===== src/inc/cpm_pkg.sv =====
// cpm_pkg: register map, field layout, key values, modes and timing
// of the clock source and power mode controller.
// assumes a 25 MHz mclk and an APB master with 32-bit data.
package cpm_pkg;
   localparam int AW = 32;
   localparam int DW = 32;
   localparam int CW = 8;
   localparam int RCW = 16;

   // byte addresses of the register words
   localparam logic [AW-1:0] OFF_PWR_KEY1 = 32'hFFFF0404;
   localparam logic [AW-1:0] OFF_PWR_CTL  = 32'hFFFF0408;
   localparam logic [AW-1:0] OFF_PWR_KEY2 = 32'hFFFF040C;
   localparam logic [AW-1:0] OFF_CLK_KEY1 = 32'hFFFF0410;
   localparam logic [AW-1:0] OFF_CLK_CTL  = 32'hFFFF0414;
   localparam logic [AW-1:0] OFF_CLK_KEY2 = 32'hFFFF0418;

   // reset values and implemented-bit masks
   localparam logic [CW-1:0] PWR_CTL_RST  = 8'h03;
   localparam logic [CW-1:0] CLK_CTL_RST  = 8'h21;
   localparam logic [CW-1:0] PWR_CTL_MASK = 8'h77;
   localparam logic [CW-1:0] CLK_CTL_MASK = 8'h23;

   // key values
   localparam logic [15:0] CLK_KEY1_VAL = 16'h00AA;
   localparam logic [15:0] CLK_KEY2_VAL = 16'h0055;
   localparam logic [15:0] PWR_KEY1_VAL = 16'h0001;
   localparam logic [15:0] PWR_KEY2_VAL = 16'h00F4;

   // field positions
   localparam int CLK_MODE_LSB = 0;
   localparam int CLK_MODE_W   = 2;
   localparam int CLK_REF_BIT  = 5;
   localparam int PWR_MODE_LSB = 4;
   localparam int PWR_MODE_W   = 3;
   localparam int PWR_DIV_LSB  = 0;
   localparam int PWR_DIV_W    = 3;

   // clocking mode codes
   localparam logic [CLK_MODE_W-1:0] CLK_MODE_PLL = 2'h1;
   localparam logic [CLK_MODE_W-1:0] CLK_MODE_EXT = 2'h3;

   // operating mode codes
   localparam logic [PWR_MODE_W-1:0] MODE_NORMAL = 3'h0;
   localparam logic [PWR_MODE_W-1:0] MODE_PAUSE  = 3'h1;
   localparam logic [PWR_MODE_W-1:0] MODE_NAP    = 3'h2;
   localparam logic [PWR_MODE_W-1:0] MODE_SLEEP  = 3'h3;
   localparam logic [PWR_MODE_W-1:0] MODE_STOP   = 3'h4;

   // timing
   localparam int CLK_PERIOD_NS   = 40;
   localparam int EXT_CLK_MAX_KHZ = 41780;
   localparam int T_FAST_NS       = 24;
   localparam int T_SLOW_NS       = 3060;
   localparam int T_SLEEP_US      = 1580;
   localparam int T_STOP_US       = 1700;
   localparam int FAST_CYC  = (T_FAST_NS / CLK_PERIOD_NS < 1) ? 1 : T_FAST_NS / CLK_PERIOD_NS;
   localparam int SLOW_CYC  = (T_SLOW_NS / CLK_PERIOD_NS < 1) ? 1 : T_SLOW_NS / CLK_PERIOD_NS;
   localparam int SLEEP_CYC = T_SLEEP_US * 1000 / CLK_PERIOD_NS;
   localparam int STOP_CYC  = T_STOP_US * 1000 / CLK_PERIOD_NS;

   typedef enum logic [2:0] {KEY_IDLE, KEY_PWR1, KEY_PWR2, KEY_CLK1, KEY_CLK2} cpm_key_t;
   typedef enum logic [1:0] {PM_ACTIVE, PM_LOW, PM_RESUME} cpm_pm_t;
endpackage


===== src/design/cpm_ctrl.sv =====
// cpm_ctrl: clock source selection and power mode control behind APB.
// assumes an APB master, asynchronous pins for interrupts, lock and clock.
//
// Added by the designer: the APB register port.
`timescale 1ns/1ps
module cpm_ctrl #(
   parameter int SLEEP_RESUME_CYC = cpm_pkg::SLEEP_CYC,
   parameter int STOP_RESUME_CYC  = cpm_pkg::STOP_CYC
) (
   input  wire logic                   mclk,
   input  wire logic                   nrst,
   input  wire logic                   psel,
   input  wire logic                   penable,
   input  wire logic                   pwrite,
   input  wire logic [cpm_pkg::AW-1:0] paddr,
   input  wire logic [cpm_pkg::DW-1:0] pwdata,
   output logic      [cpm_pkg::DW-1:0] prdata,
   output logic                        pready,
   output logic                        pslverr,
   input  wire logic                   extClkPin,
   input  wire logic                   pllLockIn,
   input  wire logic [3:0]             extIrqIn,
   input  wire logic                   wakeTimerIrq,
   output logic                        coreClkEn,
   output logic                        periphClkEn,
   output logic                        pllEn,
   output logic                        xtalTimerEn,
   output logic                        extClkSelect,
   output logic                        pllRefInternal,
   output logic                        coreTick,
   output logic                        pllIrq
);
   import cpm_pkg::*;

   logic [CW-1:0]         pwrCtl_q;
   logic [CW-1:0]         clkCtl_q;
   logic [CW-1:0]         stage_q;
   cpm_key_t              keyState_q;
   cpm_pm_t               pmState_q;
   logic [PWR_MODE_W-1:0] lowMode_q;
   logic [RCW-1:0]        resumeCnt_q;
   logic [6:0]            divCnt_q;
   logic                  extPrev_q;
   logic                  lockPrev_q;
   logic                  hit;
   logic                  wrEn;
   logic                  pwrCommit;
   logic                  clkCommit;
   logic                  wakeEv;
   logic                  wakeDone;
   logic                  irqAny;
   logic                  extRise;
   logic                  advance;
   logic                  extSync;
   logic                  lockSync;
   logic [3:0]            irqSync;
   logic [DW-1:0]         rdData;
   logic [RCW-1:0]        resumeTgt;
   logic [RCW-1:0]        fastTgt;
   logic [6:0]            divMask;
   logic [7:0]            mask8;
   logic [PWR_MODE_W-1:0] newMode;
   logic [PWR_DIV_W-1:0]  divSel;
   logic [CLK_MODE_W-1:0] clkMode;

   // pins; lock resets high so power-up does not look like a lock event
   cpm_sync #(
      .W   (6),
      .RST (6'h10)
   ) u_sync (
      .mclk (mclk),
      .nrst (nrst),
      .din  ({extClkPin, pllLockIn, extIrqIn}),
      .dout ({extSync, lockSync, irqSync})
   );

   assign newMode = stage_q[PWR_MODE_LSB +: PWR_MODE_W];
   assign divSel  = pwrCtl_q[PWR_DIV_LSB +: PWR_DIV_W];
   assign clkMode = clkCtl_q[CLK_MODE_LSB +: CLK_MODE_W];
   assign irqAny  = |irqSync;

   // apb decode; zero wait state, access phase follows setup
   always_comb begin
      hit = (paddr == OFF_PWR_KEY1) || (paddr == OFF_PWR_CTL) || (paddr == OFF_PWR_KEY2) ||
            (paddr == OFF_CLK_KEY1) || (paddr == OFF_CLK_CTL) || (paddr == OFF_CLK_KEY2);
      rdData = '0;
      if (paddr == OFF_PWR_CTL) begin
         rdData = {24'h000000, pwrCtl_q};
      end else if (paddr == OFF_CLK_CTL) begin
         rdData = {24'h000000, clkCtl_q};
      end
   end

   assign wrEn = psel & penable & pready & pwrite & hit;

   // answer flops; key registers are write only and read zero
   always_ff @(posedge mclk or negedge nrst) begin
      if (!nrst) begin
         pready  <= 1'b0;
         pslverr <= 1'b0;
         prdata  <= '0;
      end else begin
         pready  <= psel & ~penable;
         pslverr <= psel & ~penable & ~hit;
         prdata  <= (psel & ~penable & ~pwrite) ? rdData : '0;
      end
   end

   // commit only on the closing key right after the staged value
   assign pwrCommit = wrEn && keyState_q == KEY_PWR2 && paddr == OFF_PWR_KEY2 &&
                      pwdata[15:0] == PWR_KEY2_VAL;
   assign clkCommit = wrEn && keyState_q == KEY_CLK2 && paddr == OFF_CLK_KEY2 &&
                      pwdata[15:0] == CLK_KEY2_VAL;

   // key sequencer; any stray write to a decoded register drops the sequence
   always_ff @(posedge mclk or negedge nrst) begin
      if (!nrst) begin
         keyState_q <= KEY_IDLE;
         stage_q    <= '0;
      end else if (wrEn) begin
         if (paddr == OFF_PWR_KEY1 && pwdata[15:0] == PWR_KEY1_VAL) begin
            keyState_q <= KEY_PWR1;
         end else if (paddr == OFF_CLK_KEY1 && pwdata[15:0] == CLK_KEY1_VAL) begin
            keyState_q <= KEY_CLK1;
         end else begin
            case (keyState_q)
               KEY_PWR1: begin
                  keyState_q <= (paddr == OFF_PWR_CTL) ? KEY_PWR2 : KEY_IDLE;
                  stage_q    <= pwdata[CW-1:0] & PWR_CTL_MASK;
               end
               KEY_CLK1: begin
                  keyState_q <= (paddr == OFF_CLK_CTL) ? KEY_CLK2 : KEY_IDLE;
                  stage_q    <= pwdata[CW-1:0] & CLK_CTL_MASK;
               end
               default: keyState_q <= KEY_IDLE;
            endcase
         end
      end
   end

   // clock source control word; reserved bits dropped on write
   always_ff @(posedge mclk or negedge nrst) begin
      if (!nrst) begin
         clkCtl_q <= CLK_CTL_RST;
      end else if (clkCommit) begin
         clkCtl_q <= stage_q;
      end
   end

   // power control word; hardware returns the mode to normal on wake,
   // a commit in that same cycle wins since it is the newer request
   always_ff @(posedge mclk or negedge nrst) begin
      if (!nrst) begin
         pwrCtl_q <= PWR_CTL_RST;
      end else if (pwrCommit) begin
         pwrCtl_q <= stage_q;
      end else if (wakeDone) begin
         pwrCtl_q[PWR_MODE_LSB +: PWR_MODE_W] <= MODE_NORMAL;
      end
   end

   // wake sources per mode; stop keeps only the interrupt pins alive
   always_comb begin
      case (lowMode_q)
         MODE_STOP: wakeEv = irqAny;
         default:   wakeEv = irqAny | wakeTimerIrq;
      endcase
   end

   // pause and nap resume time scales with the divider, capped at the slowest figure; sleep and stop use fixed counts
   always_comb begin
      fastTgt = RCW'(FAST_CYC) << divSel;
      case (lowMode_q)
         MODE_SLEEP: resumeTgt = RCW'(SLEEP_RESUME_CYC);
         MODE_STOP:  resumeTgt = RCW'(STOP_RESUME_CYC);
         default:    resumeTgt = (fastTgt > RCW'(SLOW_CYC)) ? RCW'(SLOW_CYC) : fastTgt;
      endcase
   end

   assign wakeDone = (pmState_q == PM_RESUME) && (resumeCnt_q == '0);

   // power mode sequencer; reserved mode codes leave the device active
   always_ff @(posedge mclk or negedge nrst) begin
      if (!nrst) begin
         pmState_q   <= PM_ACTIVE;
         lowMode_q   <= MODE_NORMAL;
         resumeCnt_q <= '0;
      end else begin
         case (pmState_q)
            PM_ACTIVE: begin
               if (pwrCommit && newMode >= MODE_PAUSE && newMode <= MODE_STOP) begin
                  pmState_q <= PM_LOW;
                  lowMode_q <= newMode;
               end
            end
            PM_LOW: begin
               if (wakeEv) begin
                  pmState_q   <= PM_RESUME;
                  resumeCnt_q <= resumeTgt - 1'b1;
               end
            end
            PM_RESUME: begin
               if (resumeCnt_q == '0) begin
                  pmState_q <= PM_ACTIVE;
                  lowMode_q <= MODE_NORMAL;
               end else begin
                  resumeCnt_q <= resumeCnt_q - 1'b1;
               end
            end
            default: pmState_q <= PM_ACTIVE;
         endcase
      end
   end

   // source switchover only at a timer wake from nap, so the core never
   // sees a glitch while it runs; reserved codes keep the old source
   always_ff @(posedge mclk or negedge nrst) begin
      if (!nrst) begin
         extClkSelect <= 1'b0;
      end else if (pmState_q == PM_LOW && lowMode_q == MODE_NAP && wakeTimerIrq) begin
         if (clkMode == CLK_MODE_EXT) begin
            extClkSelect <= 1'b1;
         end else if (clkMode == CLK_MODE_PLL) begin
            extClkSelect <= 1'b0;
         end
      end
   end

   // reference select follows the committed word
   always_ff @(posedge mclk or negedge nrst) begin
      if (!nrst) begin
         pllRefInternal <= CLK_CTL_RST[CLK_REF_BIT];
      end else begin
         pllRefInternal <= clkCtl_q[CLK_REF_BIT];
      end
   end

   // domain gates; core also waits for lock when running from the pll
   always_ff @(posedge mclk or negedge nrst) begin
      if (!nrst) begin
         coreClkEn   <= 1'b0;
         periphClkEn <= 1'b1;
         pllEn       <= 1'b1;
         xtalTimerEn <= 1'b1;
      end else begin
         coreClkEn   <= pmState_q == PM_ACTIVE && (extClkSelect || lockSync);
         periphClkEn <= !(pmState_q == PM_LOW && lowMode_q >= MODE_NAP);
         pllEn       <= !(pmState_q == PM_LOW && lowMode_q >= MODE_SLEEP);
         xtalTimerEn <= !(pmState_q == PM_LOW && lowMode_q == MODE_STOP);
      end
   end

   // core tick divider; the pin is sampled on mclk, so only external
   // clocks well below half of mclk are followed edge for edge
   assign extRise = extSync & ~extPrev_q;
   assign advance = coreClkEn & (extClkSelect ? extRise : 1'b1);
   assign mask8   = (8'h01 << divSel) - 8'h01;
   assign divMask = mask8[6:0];

   always_ff @(posedge mclk or negedge nrst) begin
      if (!nrst) begin
         divCnt_q  <= '0;
         coreTick  <= 1'b0;
         extPrev_q <= 1'b0;
      end else begin
         extPrev_q <= extSync;
         coreTick  <= advance && ((divCnt_q & divMask) == divMask);
         if (advance) begin
            divCnt_q <= divCnt_q + 7'h01;
         end
      end
   end

   // lock return raises a one-cycle interrupt
   always_ff @(posedge mclk or negedge nrst) begin
      if (!nrst) begin
         lockPrev_q <= 1'b1;
         pllIrq     <= 1'b0;
      end else begin
         lockPrev_q <= lockSync;
         pllIrq     <= lockSync & ~lockPrev_q;
      end
   end

   // checks
   localparam int FAST_BOUND = 80;
endmodule


===== src/design/cpm_sync.sv =====
// cpm_sync: three-stage synchroniser with agreement filter.
// assumes asynchronous inputs; output changes once stages two and three agree.
`timescale 1ns/1ps
module cpm_sync #(
   parameter int           W   = 1,
   parameter logic [W-1:0] RST = '0
) (
   input  wire logic         mclk,
   input  wire logic         nrst,
   input  wire logic [W-1:0] din,
   output logic      [W-1:0] dout
);
   logic [W-1:0] s1Q;
   logic [W-1:0] s2Q;
   logic [W-1:0] s3Q;

   // stage one is read by stage two only
   always_ff @(posedge mclk or negedge nrst) begin
      if (!nrst) begin
         s1Q  <= RST;
         s2Q  <= RST;
         s3Q  <= RST;
         dout <= RST;
      end else begin
         s1Q <= din;
         s2Q <= s1Q;
         s3Q <= s2Q;
         for (int i = 0; i < W; i++) begin
            if (s2Q[i] == s3Q[i]) begin
               dout[i] <= s3Q[i];
            end
         end
      end
   end
endmodule


===== config.mk =====
export PLATFORM = sky130hd
export DESIGN_NAME = cpm_ctrl
export DESIGN_NICKNAME = d
export VERILOG_FILES = /design/src/inc/cpm_pkg.sv /design/src/design/cpm_ctrl.sv /design/src/design/cpm_sync.sv
export SDC_FILE = /design/constraint.sdc
export NUM_CORES = 1
export LEC_CHECK = 0
export BUFFER_PORTS_ARGS = -buffer_cell sky130_fd_sc_hd__buf_2
export CAP_MARGIN = 10
export CORE_MARGIN = 8
export CORE_UTILIZATION = 59
export CTS_BUF_LIST = sky130_fd_sc_hd__clkbuf_8
export DETAILED_ROUTE_END_ITERATION = 16
export HOLD_SLACK_MARGIN = 0.02
export PLACE_DENSITY = 0.89
export SLEW_MARGIN = 20
export SYNTH_ARGS = -nofsm -noshare
export SYNTH_HDL_FRONTEND = slang
export SYNTH_SLANG_ARGS = --single-unit

===== constraint.sdc =====
create_clock -name mclk -period 7.9 [get_ports mclk]
set_input_delay 0 -clock mclk [delete_from_list [all_inputs] [get_ports mclk]]
set_output_delay 0 -clock mclk [all_outputs]
set_load 0.05 [all_outputs]

== Word level (Yosys, flattened, before mapping) ==
Cells that the tools add are included.
Word-level totals
  register bits: 123
  logic and storage cells: 160
  output and inout port bits: 42
  bits of input ports: 76
Cells by class
  mux-type cells: 27
  add/subtract/negate cells: 4
  reductions and logical operators: 40
  shift operators: 2
  equal/unequal tests: 32
  bitwise gates (word level): 19
  magnitude comparators: 5
Operator list (number)
  32-bit equality test, second input constant: 6
  32-bit 2-to-1 mux: 2
  16-bit case mux with 2 select lines: 2
  16-bit 2-to-1 mux: 3
  16-bit by 8-bit equality test with 1-bit output, second input constant: 2
  16-bit by 1-bit subtractor with 16-bit output, second input constant: 2
  3-bit 2-to-1 mux: 7
  1-bit logical AND: 18
  16-bit by 1-bit equality test with 1-bit output, second input constant: 1
  16-bit by 7-bit equality test with 1-bit output, second input constant: 1
  16-bit by 7-bit > comparator with 1-bit output, second input constant: 1
  16-bit logical NOT: 1
  8-bit case mux with 2 select lines: 1
  1-bit by 3-bit << shifter with 16-bit output, first input constant: 1
  3-bit by 2-bit equality test with 1-bit output, second input constant: 4
  3-bit case mux with 2 select lines: 2
  1-bit bitwise AND: 10
  2-bit nonzero test: 5
  3-bit AND reduction: 3
  2-bit 2-to-1 mux: 4
  8-bit 2-to-1 mux: 1
  7-bit by 1-bit adder with 7-bit output, second input constant: 1
  7-bit bitwise AND: 1
  7-bit equality test: 1
  22 further kinds: 49

== Longest topological paths before layout ==
  depth after elaboration: 14
  depth in mapped cells: 11

== By module ==
A second synthesis with hierarchy kept.
Unflattened totals
  cell total of the unflattened synthesis: 414
  area, all modules: 4384.2 µm²
By module, submodules not included
  cpm_ctrl: times used 1, area each 3711.1 µm², cells each 384, seq. area each 1687.9 µm²
  cpm_sync: times used 1, area each 673.1 µm², cells each 30, seq. area each 605.6 µm²

== Least setup slack after synthesis ==
No wires, ideal clock.
  kind: flip-flop to flip-flop
  from: register lowMode_q[1]
  to: register resumeCnt_q[8]
  slack: 5018 ps
  library setup time: 120 ps
  period minus slack after synthesis: 2882 ps
  arrival time: 2762 ps
  path buffers: 1
  data required time: 7780 ps
  cell stages (with the launch flop): 12
  cell sequence: dfrtp_1 or3b_1 buf_6 nand2_1 nor2_1 a32oi_1 ha_1 inv_1 a211oi_1 nand4_2 or4b_1 o211a_1
On the way
  cells in the longest elaborated chain, start to end: 5
Ends and longest elaborated chain
  start, declared: line cpm_ctrl.sv:40  | logic [PWR_MODE_W-1:0] lowMode_q;
  start signal, assigned: line cpm_ctrl.sv:193  | lowMode_q <= newMode;
  3-bit equality test / 3-bit by 2-bit equality test with 1-bit output (equally long branches): line cpm_ctrl.sv:164, cpm_ctrl.sv:173
  16-bit case mux with 2 select lines: line cpm_ctrl.sv:173  | case (lowMode_q)
  16-bit by 1-bit subtractor with 16-bit output: line cpm_ctrl.sv:199  | resumeCnt_q <= resumeTgt - 1'b1;
  16-bit 2-to-1 mux: line cpm_ctrl.sv:197  | if (wakeEv) begin
  16-bit case mux with 2 select lines: line cpm_ctrl.sv:189  | case (pmState_q)
  end signal, assigned: line cpm_ctrl.sv:199
  end signal, assigned: line cpm_ctrl.sv:207  | resumeCnt_q <= resumeCnt_q - 1'b1;
  end, declared: line cpm_ctrl.sv:41  | logic [RCW-1:0] resumeCnt_q;
Parallel ways exist; a longest one is shown, timed or not. The select of a mux whose other input is x is not followed.
A chain may end at the register's enable or synchronous reset.

== Worst setup path in the final report ==
Ends and elaborated chain as after synthesis.

==> impl_metrics.csv <==
group,metric,value,unit
outcome,outcome,"completed",
floorplanning,rows,31,
global_routing,grt.total_usage,0.201,
synth,synthTopCellsByCount,"dfrtp_1 (78), nor2_1 (34), nand2_1 (33)",
place,gp_congestion,0.901,
power_and_ir_drop,p_leak,2.37,nW
floorplanning,die_area,10600,um2
synth,synth-seq-area-share,0.514,
synth,synthTopCellsByArea,"dfrtp_1 (44%), dfstp_2 (7.7%), buf_4 (4.4%)",
floorplanning,core_area,7290,um2
floorplanning,dieHeight,103,um
final_layout,layout.nets,587,
global_routing,use_met1,0.244,
synth,netlist_area,4460,um2
drt,drtIter0Drc,214,
cts,cts_buffer_depth,2,
global_routing,grt_overflow,0,
place,pre_cts_slack,4.53,ns
sta,worst_pin_slew,0.989,ns
cts,numCtsBuffers,9,
final_layout,drive_gt1_frac,0.259,
setup_path,cp.required,8.17,ns
power_and_ir_drop,clkPwrFrac,0.330,
synth,synth.most_common_cell,"dfrtp_1",
synth,synth.ff_latch_count,91,
setup_path,crit_fanout,8,
sta,slew_violations,0,
synth,synth_cell_types,65,
setup_path,cp.arrival,3.74,ns
drt,route.detailed.drc,0,
sta,post-route-period-util,0.439,
place,place_inst,582,
setup_path,path_buf_inv,1,
cts,clock_latency,0.37,ns
synth,synth_top_area_share,0.437,
drt,wl_per_cell,16.7,um
drt,vias,3582,
power_and_ir_drop,p_per_area,183,nW/um2
power_and_ir_drop,ir_drop,0.118,mV
sta,setup_viol,0,
floorplanning,io-pin-count,118,
floorplanning,initial_utilization,0.612,
final_layout,antennaDiodeCount,0,
global_routing,grt_pass1_vias,3495,
synth,synthArstFlopShare,1.00,
global_routing,met3_usage,0.0466,
sta,finalSetupTns,0,ns
setup_path,critPathLaunchType,"flop",
global_routing,grt_max_degree,92,
worst_hold_path,min_path_type,"input pin to flop",
floorplanning,die_w,103,um
cts,path_clk_slew,0.11,ns
synth,synthFlopType,"dfrtp_1",
job,cap_violations,0,
synth,yosys.area.top_type,"dfrtp_1",
global_routing,met2_usage,0.338,
setup_path,critical_path.top_delay_family,"simple AND/OR/NAND/NOR gates",
drt,drt_wl_total,10300,um
global_routing,antenna_found_initial,0,
power_and_ir_drop,seq_power_share,0.547,
setup_path,critPathMaxStageDelay,0.64,ns
final_layout,final_cells,613,
global_routing,grt_first_pass_wirelength,16600,um
synth,post_synth_inst_count,421,
sta,finalCriticalPeriod,3.47,ns
drt,post_drt_via_cell_ratio,5.84,
final_layout,area_growth,16.0,%
power_and_ir_drop,switching_power,0.000285,W
cts,cts_root_buffer,"clkbuf_8",
sta,max_freq,288,MHz
cts,cts_tree,"built",
drt,drtPass1Iterations,5,
place,io_buffers,75,
drt,ant_nets,0,
power_and_ir_drop,internal-power,0.000663,W
cts,clock_sinks,91,
synth,avgSynthCellArea,10.6,um2
power_and_ir_drop,switching_share,0.300,
setup_path,endpoint_kind,"flop",
setup_path,crit_chain,"or3b_1, nand2_1, nor2_1, a32oi_1, ha_1, inv_1, a211oi_1, nand4_2, or4b_1, o211a_1",
setup_path,path_class,"flop to flop",
power_and_ir_drop,p_comb_frac,0.122,
setup_path,critical-path-slowest-cell,"a211oi_1",
cts,h-tree-depth,3,
sta,slew_headroom,0.339,
sta,fin_ws,4.43,ns
synth,ys_warn_count,0,
synth,synth_edf_count,0,
global_routing,grt-busiest-layer,"met2",
place,dp_hpwl,7330,um
sta,skew,0.0165,ns
sta,grt_setup_unrepaired,"no",
sta,hold_viol_final,0,
-- cells in the final DEF (no fill, tap or decap), types with 9 or more instances in the layout --
master	n
a21oi_1	16
buf_2	74
clkbuf_8	9
conb_1	26
dfrtp_1	78
dfstp_2	13
dlygate4sd3_1	15
inv_1	15
mux2_2	17
mux2i_1	10
nand2_1	33
nand4_1	11
nor2_1	34
nor3_1	9
o21ai_0	14
-- worst reg2reg max path, delay by kind of cell (launching register included) --
kind | cells | cell delay (ns)
AO/OA/AOI/OAI | 3 | 1.05
buffers and inverters | 1 | 0.06
adder cells (fa/ha/maj) | 1 | 0.20
flip-flops | 1 | 0.46
AND/OR/NAND/NOR | 5 | 1.63
-- metal layers --
layer | vias to the layer above | wire length (um)
met4 | 0 | 222
met3 | 29 | 779
met2 | 172 | 5230
met5 | - | 0
li1 | 1641 | -
met1 | 1740 | 4030
-- cells by family (layout without fill, tap and decap cells) --
kind of cell,count (synthesis),after routing,share of synthesized area
simple gates,158,158,0.201
compound gates,67,67,0.103
xor+xnor,12,12,0.0236
mux,28,28,0.0679
other cells,1,26,0.000840
fa+ha+maj,8,8,0.0191
buf+inv,56,124,0.0709
flops,91,91,0.514
-- cell type report --
cell class              instances  area (um2)
inverters                      15        56.3
clock inverters                 7        78.8
flip-flops and latches         91        2290
well taps                      99         124
clock buffers                   9         124
fillers                       540        2120
multi-input cells             299        1950
repair buffers                 93         554
-- power by group through the flow --
stage / Combinational (W) / Sequential, W / Clock (W)
after floorplan: 0.0000762 / 0.000528 / 0
after global placement: 0.000103 / 0.000525 / 0
after detailed placement: 0.000110 / 0.000528 / 0
after CTS: 0.000116 / 0.000519 / 0.000318
after global routing: 0.000126 / 0.000523 / 0.000337
final: 0.000116 / 0.000519 / 0.000313
-- through the flow --
stage,util,cell area (um2),total power [W],hold slack (ns)
2_1_floorplan,-,4560,0.000604,-0.296
3_3_place_gp,0.661,4820,0.000628,0.106
3_5_place_dp,0.661,4820,0.000638,0.109
4_1_cts,0.709,5170,0.000953,0.0238
5_1_grt,0.710,5180,0.000986,0.0258
6_report,0.710,5180,0.000948,0.0303
-- worst paths after layout --
check,end,slack [ns],start,cells after the start
setup / recovery,resumeCnt_q[8],4.43,lowMode_q[1],10
hold / removal,pslverr,0.03,paddr[0],4
setup reg to reg,resumeCnt_q[8],4.43,lowMode_q[1],10
hold reg to reg,u_sync.s2Q[1],0.36,u_sync.s1Q[1],0
max in group asynchronous,resumeCnt_q[3],7.12,nrst,2
min in group asynchronous,divCnt_q[3],0.25,nrst,2
-- what timing repair did --
item,4_1_cts,5_1_grt
endpoints found under the hold margin,92,0
resized for setup,0,0
setup buffers,0,0
hold buffers,15,0
-- flip-flops by register name, indices dropped and copies added (netlist names), 2 cells and up --
| name | count |
|---|---|
| resumeCnt_q | 16 |
| divCnt_q | 7 |
| clkCtl_q | 6 |
| prdata | 6 |
| pwrCtl_q | 6 |
| stage_q | 6 |
| u_sync.dout | 6 |
| u_sync.s1Q | 6 |
| u_sync.s2Q | 6 |
| u_sync.s3Q | 6 |
| keyState_q | 3 |
| lowMode_q | 3 |
| pmState_q | 2 |
(Power assumes the default switching activity.)
